<file path="src/verilog/ecm_pkg.sv">
// package: constants, register map and types of the encoder fieldbus map
// assumes: included first in compile order by every design file
package ecm_pkg;

   localparam int MAG_MAX = 11;

   // register byte offsets on the wishbone slave
   localparam logic [7:0] REG_PRM = 8'h00;
   localparam logic [7:0] REG_RANGE = 8'h04;
   localparam logic [7:0] REG_PRESET = 8'h08;
   localparam logic [7:0] REG_CFG = 8'h0C;
   localparam logic [7:0] REG_CMD = 8'h10;
   localparam logic [7:0] REG_STATUS = 8'h14;
   localparam logic [7:0] REG_IRQ_STAT = 8'h18;
   localparam logic [7:0] REG_IRQ_MASK = 8'h1C;
   localparam logic [7:0] REG_ID = 8'h20;

   // parameter byte bits
   localparam int PRM_CODE_SEQ_BIT = 0;
   localparam int PRM_CLASS2_BIT = 1;
   localparam int PRM_SCALE_BIT = 3;
   localparam logic [7:0] PRM_RST = 8'h00;
   localparam logic [7:0] PRM_MASK = 8'h0B;
   localparam logic [31:0] RANGE_RST = 32'h000186A0;
   localparam logic [31:0] PRESET_RST = 32'h00000000;

   // configuration register fields
   localparam int CFG_SEL_LSB = 0;
   localparam int CFG_M16_LSB = 4;
   localparam int CFG_M32_LSB = 8;

   // command register bits
   localparam int CMD_PRM_BIT = 0;
   localparam int CMD_CFG_BIT = 1;
   localparam int CMD_LEAVE_BIT = 2;

   // status register fields
   localparam int STS_ST_LSB = 0;
   localparam int STS_ERR_BIT = 2;
   localparam int STS_BUSY_BIT = 3;
   localparam int STS_IN_LSB = 8;
   localparam int STS_OUT_LSB = 16;
   localparam int STS_DIAG_LSB = 24;
   localparam logic [7:0] DIAG_LEN_C1_32 = 8'h10;

   // interrupt bits
   localparam int IRQ_W = 5;
   localparam int IRQ_PRM = 0;
   localparam int IRQ_CFG_OK = 1;
   localparam int IRQ_CFG_ERR = 2;
   localparam int IRQ_PRESET = 3;
   localparam int IRQ_CYCLE = 4;

   // identity value, arbitrary
   localparam logic [31:0] ID_VALUE = 32'h00E1C0DE;

   typedef enum logic [2:0] {
      ECM_C1_16 = 3'h0,
      ECM_C1_32 = 3'h1,
      ECM_C2_16 = 3'h2,
      ECM_C2_32 = 3'h3,
      ECM_EXT_32 = 3'h4
   } ecm_cfg_t;

   typedef enum logic [1:0] {
      ECM_WAIT_PRM = 2'h0,
      ECM_WAIT_CFG = 2'h1,
      ECM_EXCH = 2'h3
   } ecm_state_t;

endpackage : ecm_pkg

</file>
<file path="src/verilog/ecm_word_if.sv">
// interface: one position word handed from the map to the byte serialiser
// assumes: both ends on clk_i
`timescale 1ns/1ns
interface ecm_word_if;
   logic [31:0] word;
   logic wide;
   logic valid;
   logic ready;
   modport src (output word, output wide, output valid, input ready);
   modport snk (input word, input wide, input valid, output ready);
endinterface : ecm_word_if

</file>
<file path="src/verilog/ecm_word_ser.sv">
// module: splits a 16- or 32-bit word into bytes, most significant first
// assumes: clk_i free running, rst_i synchronous active high
`timescale 1ns/1ns
module ecm_word_ser (
   input wire logic clk_i,
   input wire logic rst_i,
   ecm_word_if.snk w,
   output logic [7:0] tx_data_o,
   output logic tx_valid_o,
   input wire logic tx_ready_i
);
   import ecm_pkg::*;

   typedef struct packed {
      logic [31:0] shift;
      logic [2:0] left;
   } ecm_ser_t;

   ecm_ser_t q, d;

   assign w.ready = (q.left == 3'h0);
   assign tx_valid_o = (q.left != 3'h0);
   assign tx_data_o = q.shift[31:24];

   always_comb begin
      d = q;
      if (w.valid && w.ready) begin
         d.shift = w.wide ? w.word : {w.word[15:0], 16'h0000};
         d.left = w.wide ? 3'h4 : 3'h2;
      end else if (tx_valid_o && tx_ready_i) begin
         d.shift = {q.shift[23:0], 8'h00};
         d.left = q.left - 3'h1;
      end
   end

   always_ff @(posedge clk_i) begin
      if (rst_i) begin
         q <= '0;
      end else begin
         q <= d;
      end
   end

endmodule : ecm_word_ser

</file>
<file path="src/verilog/ecm_map.sv">
// module: fieldbus slave parameter, configuration and process-data map
// assumes: wishbone classic master on clk_i; fieldbus byte engine outside
//
// Register access over Wishbone and the register offsets were left to the implementer.
`timescale 1ns/1ns
module ecm_map #(
   parameter int MAG_N = ecm_pkg::MAG_MAX
) (
   input wire logic clk_i,
   input wire logic rst_i,
   input wire logic wb_cyc_i,
   input wire logic wb_stb_i,
   input wire logic wb_we_i,
   input wire logic [7:0] wb_adr_i,
   input wire logic [3:0] wb_sel_i,
   input wire logic [31:0] wb_dat_i,
   output logic [31:0] wb_dat_o,
   output logic wb_ack_o,
   output logic irq_o,
   input wire logic [31:0] position_i,
   input wire logic [MAG_N*32-1:0] magnet_pos_i,
   input wire logic cycle_start_i,
   output logic [7:0] tx_data_o,
   output logic tx_valid_o,
   input wire logic tx_ready_i,
   input wire logic [7:0] rx_data_i,
   input wire logic rx_valid_i,
   input wire logic ext_preset_i,
   output logic preset_o,
   output logic [31:0] preset_value_o,
   output logic scale_en_o,
   output logic exch_o
);
   import ecm_pkg::*;

   typedef struct packed {
      logic ack;
      logic [31:0] rdat;
      logic [7:0] prm;
      logic [31:0] range;
      logic [31:0] preset_val;
      ecm_cfg_t cfg;
      logic [3:0] m16;
      logic [3:0] m32;
      ecm_state_t st;
      logic cfg_err;
      logic [IRQ_W-1:0] stat;
      logic [IRQ_W-1:0] mask;
      logic sending;
      logic [3:0] item;
      logic [31:0] rx_buf;
      logic [2:0] rx_cnt;
      logic preset;
      logic [31:0] preset_out;
      logic ext_seen;
   } ecm_map_t;

   ecm_map_t q, d;
   ecm_word_if wif ();

   logic wr;
   logic [31:0] wmask;
   logic [31:0] cfg_word;
   logic [31:0] sts_word;
   logic [7:0] in_words;
   logic [7:0] out_words;
   logic [2:0] out_bytes;
   logic prim_wide;
   logic class2;
   logic [3:0] items;
   logic [IRQ_W-1:0] ev;
   logic [31:0] mag_raw;
   logic [31:0] raw;
   logic [3:0] mag_sel;
   logic [4:0] mag_tot;
   logic [31:0] rx_word;

   ////////////////////////////////////////////////////////////////////
   // byte enables and decoded configuration
   always_comb begin
      wmask = {{8{wb_sel_i[3]}}, {8{wb_sel_i[2]}}, {8{wb_sel_i[1]}}, {8{wb_sel_i[0]}}};
      // write lands on the ack edge only, matching when the master releases
      wr = wb_cyc_i && wb_stb_i && wb_we_i && q.ack;
      cfg_word = 32'h0;
      cfg_word[CFG_SEL_LSB +: 3] = q.cfg;
      cfg_word[CFG_M16_LSB +: 4] = q.m16;
      cfg_word[CFG_M32_LSB +: 4] = q.m32;
      prim_wide = (q.cfg != ECM_C1_16) && (q.cfg != ECM_C2_16);
      class2 = (q.cfg == ECM_C2_16) || (q.cfg == ECM_C2_32) || (q.cfg == ECM_EXT_32);
      // word counts follow the last written configuration, accepted or rejected
      in_words = 8'(prim_wide ? 2 : 1) + 8'(q.m16) + 8'({q.m32, 1'b0});
      out_words = !class2 ? 8'h00 : (prim_wide ? 8'h02 : 8'h01);
      out_bytes = 3'({out_words[1:0], 1'b0});
      // items per cycle: primary word plus every magnet module
      items = 4'h1 + q.m16 + q.m32;
      sts_word = 32'h0;
      sts_word[STS_ST_LSB +: 2] = q.st;
      sts_word[STS_ERR_BIT] = q.cfg_err;
      // busy until the last byte has left, not only the last word
      sts_word[STS_BUSY_BIT] = q.sending || tx_valid_o;
      sts_word[STS_IN_LSB +: 8] = in_words;
      sts_word[STS_OUT_LSB +: 8] = out_words;
      // diagnosis length offered only in class 1 32-bit
      sts_word[STS_DIAG_LSB +: 8] = (q.cfg == ECM_C1_32) ? DIAG_LEN_C1_32 : 8'h00;
   end

   ////////////////////////////////////////////////////////////////////
   // word selection for the serialiser
   always_comb begin
      // one shared mux for all magnets, slots beyond MAG_N read as zero
      mag_sel = (q.item == 4'h0) ? 4'h0 : q.item - 4'h1;
      mag_raw = 32'h0;
      for (int i = 0; i < MAG_N; i++) begin
         if (mag_sel == 4'(i)) begin
            mag_raw = magnet_pos_i[i*32 +: 32];
         end
      end
      // class 1 16-bit: raw base resolution, no scaling
      raw = (q.item == 4'h0) ? position_i : mag_raw;
      // reversed count direction measured against the range
      wif.word = q.prm[PRM_CODE_SEQ_BIT] ? q.range - raw : raw;
      // magnet words are 16-bit or 32-bit by module type
      wif.wide = (q.item == 4'h0) ? prim_wide : (q.m32 != 4'h0);
      wif.valid = q.sending;
   end

   ecm_word_ser u_ser (
      .clk_i(clk_i),
      .rst_i(rst_i),
      .w(wif.snk),
      .tx_data_o(tx_data_o),
      .tx_valid_o(tx_valid_o),
      .tx_ready_i(tx_ready_i)
   );

   ////////////////////////////////////////////////////////////////////
   // next state
   always_comb begin
      d = q;
      ev = '0;
      d.preset = 1'b0;
      mag_tot = 5'(q.m16) + 5'(q.m32);
      rx_word = {q.rx_buf[23:0], rx_data_i};
      // one wait state: registered ack, read data captured at the take edge
      d.ack = wb_cyc_i && wb_stb_i && !q.ack;
      if (wb_cyc_i && wb_stb_i && !q.ack) begin
         case (wb_adr_i)
            REG_PRM: d.rdat = {24'h0, q.prm};
            REG_RANGE: d.rdat = q.range;
            REG_PRESET: d.rdat = q.preset_val;
            REG_CFG: d.rdat = cfg_word;
            REG_STATUS: d.rdat = sts_word;
            REG_IRQ_STAT: d.rdat = 32'(q.stat);
            REG_IRQ_MASK: d.rdat = 32'(q.mask);
            REG_ID: d.rdat = ID_VALUE;
            default: d.rdat = 32'h0;
         endcase
      end
      if (wr) begin
         case (wb_adr_i)
            REG_PRM: begin
               if (wb_sel_i[0] && q.st == ECM_WAIT_PRM) begin
                  d.prm = wb_dat_i[7:0] & PRM_MASK;
               end
            end
            REG_RANGE: begin
               d.range = (q.range & ~wmask) | (wb_dat_i & wmask);
            end
            REG_PRESET: begin
               d.preset_val = (q.preset_val & ~wmask) | (wb_dat_i & wmask);
            end
            REG_CFG: begin
               if (q.st != ECM_EXCH && wb_sel_i[0] && wb_sel_i[1]) begin
                  d.cfg = ecm_cfg_t'(wb_dat_i[CFG_SEL_LSB +: 3]);
                  d.m16 = wb_dat_i[CFG_M16_LSB +: 4];
                  d.m32 = wb_dat_i[CFG_M32_LSB +: 4];
               end
            end
            REG_CMD: begin
               if (wb_sel_i[0]) begin
                  if (wb_dat_i[CMD_PRM_BIT] && q.st == ECM_WAIT_PRM) begin
                     d.st = ECM_WAIT_CFG;
                     ev[IRQ_PRM] = 1'b1;
                  end
                  if (wb_dat_i[CMD_CFG_BIT] && q.st == ECM_WAIT_CFG) begin
                     // reject mixed widths, excess magnets, unknown configs
                     // single nominal configuration plus at most eleven magnets
                     if ((q.m16 != 4'h0 && q.m32 != 4'h0) || mag_tot > 5'(MAG_N)
                         || q.cfg > ECM_EXT_32) begin
                        d.cfg_err = 1'b1;
                        ev[IRQ_CFG_ERR] = 1'b1;
                     end else begin
                        d.cfg_err = 1'b0;
                        d.st = ECM_EXCH;
                        ev[IRQ_CFG_OK] = 1'b1;
                     end
                  end
                  // leave wins over accept in one write, so the host can always recover
                  if (wb_dat_i[CMD_LEAVE_BIT]) begin
                     d.st = ECM_WAIT_PRM;
                     d.sending = 1'b0;
                     d.rx_cnt = 3'h0;
                  end
               end
            end
            REG_IRQ_MASK: begin
               if (wb_sel_i[0]) begin
                  d.mask = wb_dat_i[IRQ_W-1:0];
               end
            end
            default: begin
            end
         endcase
      end
      // input data cycle: primary word then magnets
      if (q.st == ECM_EXCH && !q.sending && cycle_start_i) begin
         d.sending = 1'b1;
         d.item = 4'h0;
      end else if (q.sending && wif.ready) begin
         if (q.item == items - 4'h1) begin
            d.sending = 1'b0;
            ev[IRQ_CYCLE] = 1'b1;
         end else begin
            d.item = q.item + 4'h1;
         end
      end
      // output word from the master, high byte first
      // class 1 has no output data, stray bytes are dropped
      if (q.st == ECM_EXCH && class2 && rx_valid_i) begin
         d.rx_buf = rx_word;
         if (q.rx_cnt == out_bytes - 3'h1) begin
            d.rx_cnt = 3'h0;
            // top bit of the output data commands a preset
            if (prim_wide && rx_word[31] && q.prm[PRM_CLASS2_BIT]) begin
               d.preset = 1'b1;
               d.preset_out = {1'b0, rx_word[30:0]};
            end else if (!prim_wide && rx_word[15] && q.prm[PRM_CLASS2_BIT]) begin
               d.preset = 1'b1;
               d.preset_out = {17'h0, rx_word[14:0]};
            end
         end else begin
            d.rx_cnt = q.rx_cnt + 3'h1;
         end
      end
      // external preset loads the preset value parameter
      // a held preset pin fires once, on its rising edge only
      d.ext_seen = ext_preset_i;
      if (q.st == ECM_EXCH && q.cfg == ECM_EXT_32 && ext_preset_i && !q.ext_seen
          && !d.preset) begin
         d.preset = 1'b1;
         d.preset_out = q.preset_val;
      end
      ev[IRQ_PRESET] = d.preset;
      // an event in the clearing cycle survives
      if (wr && wb_adr_i == REG_IRQ_STAT && wb_sel_i[0]) begin
         d.stat = (q.stat & ~wb_dat_i[IRQ_W-1:0]) | ev;
      end else begin
         d.stat = q.stat | ev;
      end
   end

   ////////////////////////////////////////////////////////////////////
   // state register
   always_ff @(posedge clk_i) begin
      if (rst_i) begin
         q <= '0;
         q.prm <= PRM_RST;
         q.range <= RANGE_RST;
         q.preset_val <= PRESET_RST;
         q.cfg <= ECM_C1_16;
         q.st <= ECM_WAIT_PRM;
      end else begin
         q <= d;
      end
   end

   assign wb_ack_o = q.ack;
   assign wb_dat_o = q.rdat;
   // level interrupt straight from the sticky bits
   assign irq_o = |(q.stat & q.mask);
   assign preset_o = q.preset;
   assign preset_value_o = q.preset_out;
   // scaling only where the configuration allows it
   assign scale_en_o = class2 && q.prm[PRM_SCALE_BIT] && q.st == ECM_EXCH;
   assign exch_o = (q.st == ECM_EXCH);

endmodule : ecm_map

</file>
<file path="config.mk">
export PLATFORM = sky130hd
export DESIGN_NAME = ecm_map
export DESIGN_NICKNAME = d
export VERILOG_FILES = /design/src/verilog/ecm_pkg.sv /design/src/verilog/ecm_word_if.sv /design/src/verilog/ecm_word_ser.sv /design/src/verilog/ecm_map.sv
export SDC_FILE = /design/constraint.sdc
export NUM_CORES = 1
export LEC_CHECK = 0
export CAP_MARGIN = 40
export CORE_UTILIZATION = 34
export DETAILED_ROUTE_END_ITERATION = 8
export DONT_BUFFER_PORTS = 1
export MAX_ROUTING_LAYER = met4
export PLACE_DENSITY = 0.49
export SYNTH_ARGS = -nofsm -noshare
export SYNTH_HDL_FRONTEND = slang
export SYNTH_SLANG_ARGS = --single-unit
</file>
<file path="constraint.sdc">
create_clock -name clk_i -period 10.25 [get_ports clk_i]
set_input_delay 1.5375 -clock clk_i [delete_from_list [all_inputs] [get_ports clk_i]]
set_output_delay 1.5375 -clock clk_i [all_outputs]
set_load 0.01 [all_outputs]
</file>
==> results.md <==
- The flow ran to the end, and the final reports show no timing, DRC or antenna violations.
- STA classifies the critical path endpoint as a register.
- Max-cap violations in this run came to 0.
- Summed over all instances, the cell type with the most area after synthesis is dfxtp_1.
- The reg-to-reg critical path startpoint is q[69].
- On the worst path, the slowest cell contributes a delay of 880 ps.
- The share of the yosys chip area belonging to registers is 0.289.
- Detailed placement ended at an HPWL of 65,000 microns.
- The count of buffers added by post-CTS timing repair for setup is 0.
- The overall global routing resource usage is 0.341.
- Based on the critical path, the design can be clocked at up to approximately 130 MHz.
- The unique cell type count in the Yosys netlist is 98.
- The clock tree buffer depth is 3.
- The sequential group share of total power is 0.444.
- The power per cell area is 120 nW/um^2.
- The combinational family with the most area after synthesis is compound AO/OA/AOI/OAI gates.
- The share of synthesized area in the top cell type comes to 0.289.
- The power after layout is slightly above 2 mW.
- At the placement stage, the worst setup path has a slack of 2440 ps.
- The count of hold buffers inserted by post-cts repair is 0.
- In this run the worst path has a maximum fanout of 21.
- The number of standard cells after synthesis is a little over 2,000.
- Setup violations remaining at the end of the flow were counted as 0.
- The final count of hold timing violations is 0.
- Clock skew on the completed layout was measured at 34.5 ps.
- For the pin with the worst max-slew slack, the measured transition is 922 ps.
- The pin count of the biggest net entering global routing is between 200 and 250.
- The cell family with the largest share of critical-path delay is compound AO/OA/AOI/OAI gates.
- Synthesis produced a netlist with a net count of 2,553.
- The number of cells on the worst reg-to-reg path is 26.
- The switching power summed over all nets is 0.483 mW.
- The number of max-slew violations in the final report is 0.
- Summed over all failing endpoints, the final setup total negative slack is 0 ps.
- The path type of the worst min-delay path is register to register.
- The proportion of layout cells with a drive suffix above 1 is 0.0790.
- In this run the worst setup path terminates at u_ser.q[23].
- By area the synthesized netlist is led by dfxtp_1 (29%), nand2_1 (6.7%), nor2_1 (6.6%), a21oi_1 (5.8%), mux2i_1 (5.1%).
- The endpoint of the worst-slack reg-to-reg timing path is u_ser.q[23].
- The number of nets in the finished design is around 2,400.
- For this run, global-route usage on met3 was measured as 0.0893.
- For this run, the number of Yosys warnings is 0.
- After synthesis, the share of cell area in mux cells is 0.0520.
- The worst endpoint required time is between 10,000 and 15,000 ps.
- The minimum period implied by the final worst setup slack is 7970 ps.
- CTS built an H-tree with a depth of 1.
- The internal portion of the total power is 1.53 mW.
- The worst setup path is launched from a register.
- For this design, the slowest cell found on the critical path is dfxtp_1.
- The flip-flop and latch count after synthesis is 225.
- Among all flip-flop cells after synthesis, the most frequent one is dfxtp_1.
- The floorplan step set the die width to roughly 220 microns.
- In the layout the commonest cells are nand2_1 (276), nor2_1 (273), dfxtp_1 (225).
- The fraction of power consumed by the clock network is 0.490.
- The routed layout has 16,100 vias.
- Tracing the worst setup path back leads to its startpoint at q[69].
- The share of the synthesized area in compound gates (AO/OA/AOI/OAI) came to 0.303.
- For this run, the share of the core covered by cells in the final layout is 0.369.
- Of the total synthesized cell area, the portion taken by XOR and XNOR cells is 0.0230.
- The proportion of total power due to net switching is 0.240.
- The setup slack after layout is about 2300 ps.
- At the end of routability-driven placement, the weighted congestion stood at 1.04.
- For this design, the sink count on the clock tree is 225.
- The clock reaches the later pin of the worst-skew pair after approximately 560 ps.
- The number of buffers and inverters on the critical path is 3.
- The global-route met1 utilization is 0.422.
- In the finished design, the share of the clock period the worst path needs comes to 0.778.
- The clock transition at the register clock pins on the worst setup and hold paths after CTS is 60 ps.
- The initial antenna violation count came to 33.
- The per-cell via count in the routed design is 6.26.
- The most common cell after layout, fill and taps aside is nand2_1.
- In this run, synthesis inferred 0 flip-flops with an integrated enable.
- The total non-filler cell area in the finished layout is 16,700 sq um.
- The fraction of the mapped netlist area in simple logic gates is 0.212.
- The routed wire length per instance is 31.5 microns.
- The overall die height is 216 microns.
- The critical path depth is 26.
- The tree is rooted in a clkbuf_16.
- The busiest metal layer after global routing is met2.
- For this run, design rule violations remaining after detail routing come to 0.
- The remaining global-route overflow is 0.
- 523 I/O pins were placed.
- The number of global-route vias before repair is 15,200.
- The share of total power dissipated in combinational logic is 0.066.
- The critical path data arrival time is 8420 ps.
- The met2 routing resource usage after global routing is 0.530.
- After synthesis, the share of flip-flops with an asynchronous set or reset is 0.
- The remaining number of nets flagged by the antenna check after routing is 0.
- The core region is 45,300 sq um.
- The post-CTS resize count is 0.
- On the final layout, the worst hold slack is roughly 460 ps.
- The analysis attributes to cell leakage a power of 6.32 nW.
- The setup check on the worst reg-to-reg path leaves a slack of between 2000 and 2500 ps.
- The final cell count without fillers is about 2,600.
- The die area is 46,800 sq um.
- The initial DRC count is 1,843.
- The synthesized-area fraction occupied by adder cells is 0.0424.
- The aggregate routed wire length is between 80,000 and 90,000 microns.
- The number of placed instances, taps included, is ~2,500.
- The growth of design area from synthesis to finish is 7.13%.
- The total clock buffers created by CTS is 26.
- The cell area that synthesis handed to floorplanning was around 16,000 sq um.
- In this run the cell area measured after placement is 15,700 sq um.
- The first-pass GRT wire length is 113,000 microns.
- The worst slew margin relative to its limit is 0.386.
- The count of TritonRoute iterations in the first routing pass is 7.
- The critical path class is register to register.
- After synthesis, the mean cell area works out to between 7 and 8 sq um.
- The count of port buffers added during placement is 0.
- The peak ir drop on the vdd network is ~0.12 mV.
- Setup repair after global routing left no endpoint under its margin.
- The initial cell density of the core is 0.345.
- The floorplan has 78 rows.
- The clock tree from TritonCTS is built.
## final cells by class
class                      count  area (sq um)
sequential                   225          4500
inverter                      23          86.3
multi-input combinational   1590          9960
clock buffer                  31           709
fill                        4840         28600
timing repair buffer          52           433
clock inverter                16           198
antenna                       32          80.1
tap                          600           751
## power by group through the flow
stage,clock network (mW),logic (mW),registers (mW)
4_1_cts,0.999,0.132,0.893
5_1_grt,1.03,0.143,0.893
3_3_place_gp,0,0.130,0.913
3_5_place_dp,0,0.131,0.913
2_1_floorplan,0,0.115,0.905
6_report,0.986,0.134,0.893
## worst min path at each step
| stage | endpoint | slack [ps] | cells past startpoint | startpoint |
|---|---|---|---|---|
| final | q[58] | 460 | 2 | q[58] |
| after global routing | q[57] | 480 | 2 | q[57] |
| after CTS | q[59] | 460 | 2 | q[59] |
| after detailed placement | q[59] | 450 | 2 | q[59] |
| after global placement | q[59] | 440 | 2 | q[59] |
| after floorplan | q[53] | 440 | 2 | q[53] |
## synth_stat cells, drive strengths merged (10+ instances only)
cell	n
a211oi	36
a21o	17
a21oi	180
a221oi	67
a222oi	27
a22o	13
a22oi	46
a311oi	31
a31oi	23
and3	16
buf	97
clkbuf	125
dfxtp	225
ha	44
inv	22
mux2i	80
nand2	277
nand2b	14
nand3	34
nor2	278
nor2b	13
nor3	58
o211ai	26
o21a	14
o21ai	82
o221ai	10
o22ai	14
or3	11
xnor2	20
xor2	21
## metal layers
layer / share of wire / vias up
li1: - / 7304
met1: 0.42 / 7884
met2: 0.45 / 769
met3: 0.088 / 137
met4: 0.041 / 0
met5: 0 / -
## cells by family after synthesis
| family | count (synthesis) |
|---|---|
| XOR/XNOR | 41 |
| adder cells (fa/ha/maj) | 51 |
| AO/OA/AOI/OAI | 663 |
| flip-flops | 225 |
| multiplexers | 81 |
| AND/OR/NAND/NOR | 754 |
| buffers and inverters | 245 |
## worst reg2reg max path, delay by kind of cell, from the launching register on
family,cells,cell delay (ps)
compound gates,16,4440
fa+ha+maj,3,1150
buf+inv,3,580
flops,1,880
simple gates,4,850
Power figures use the tool's default switching activity.
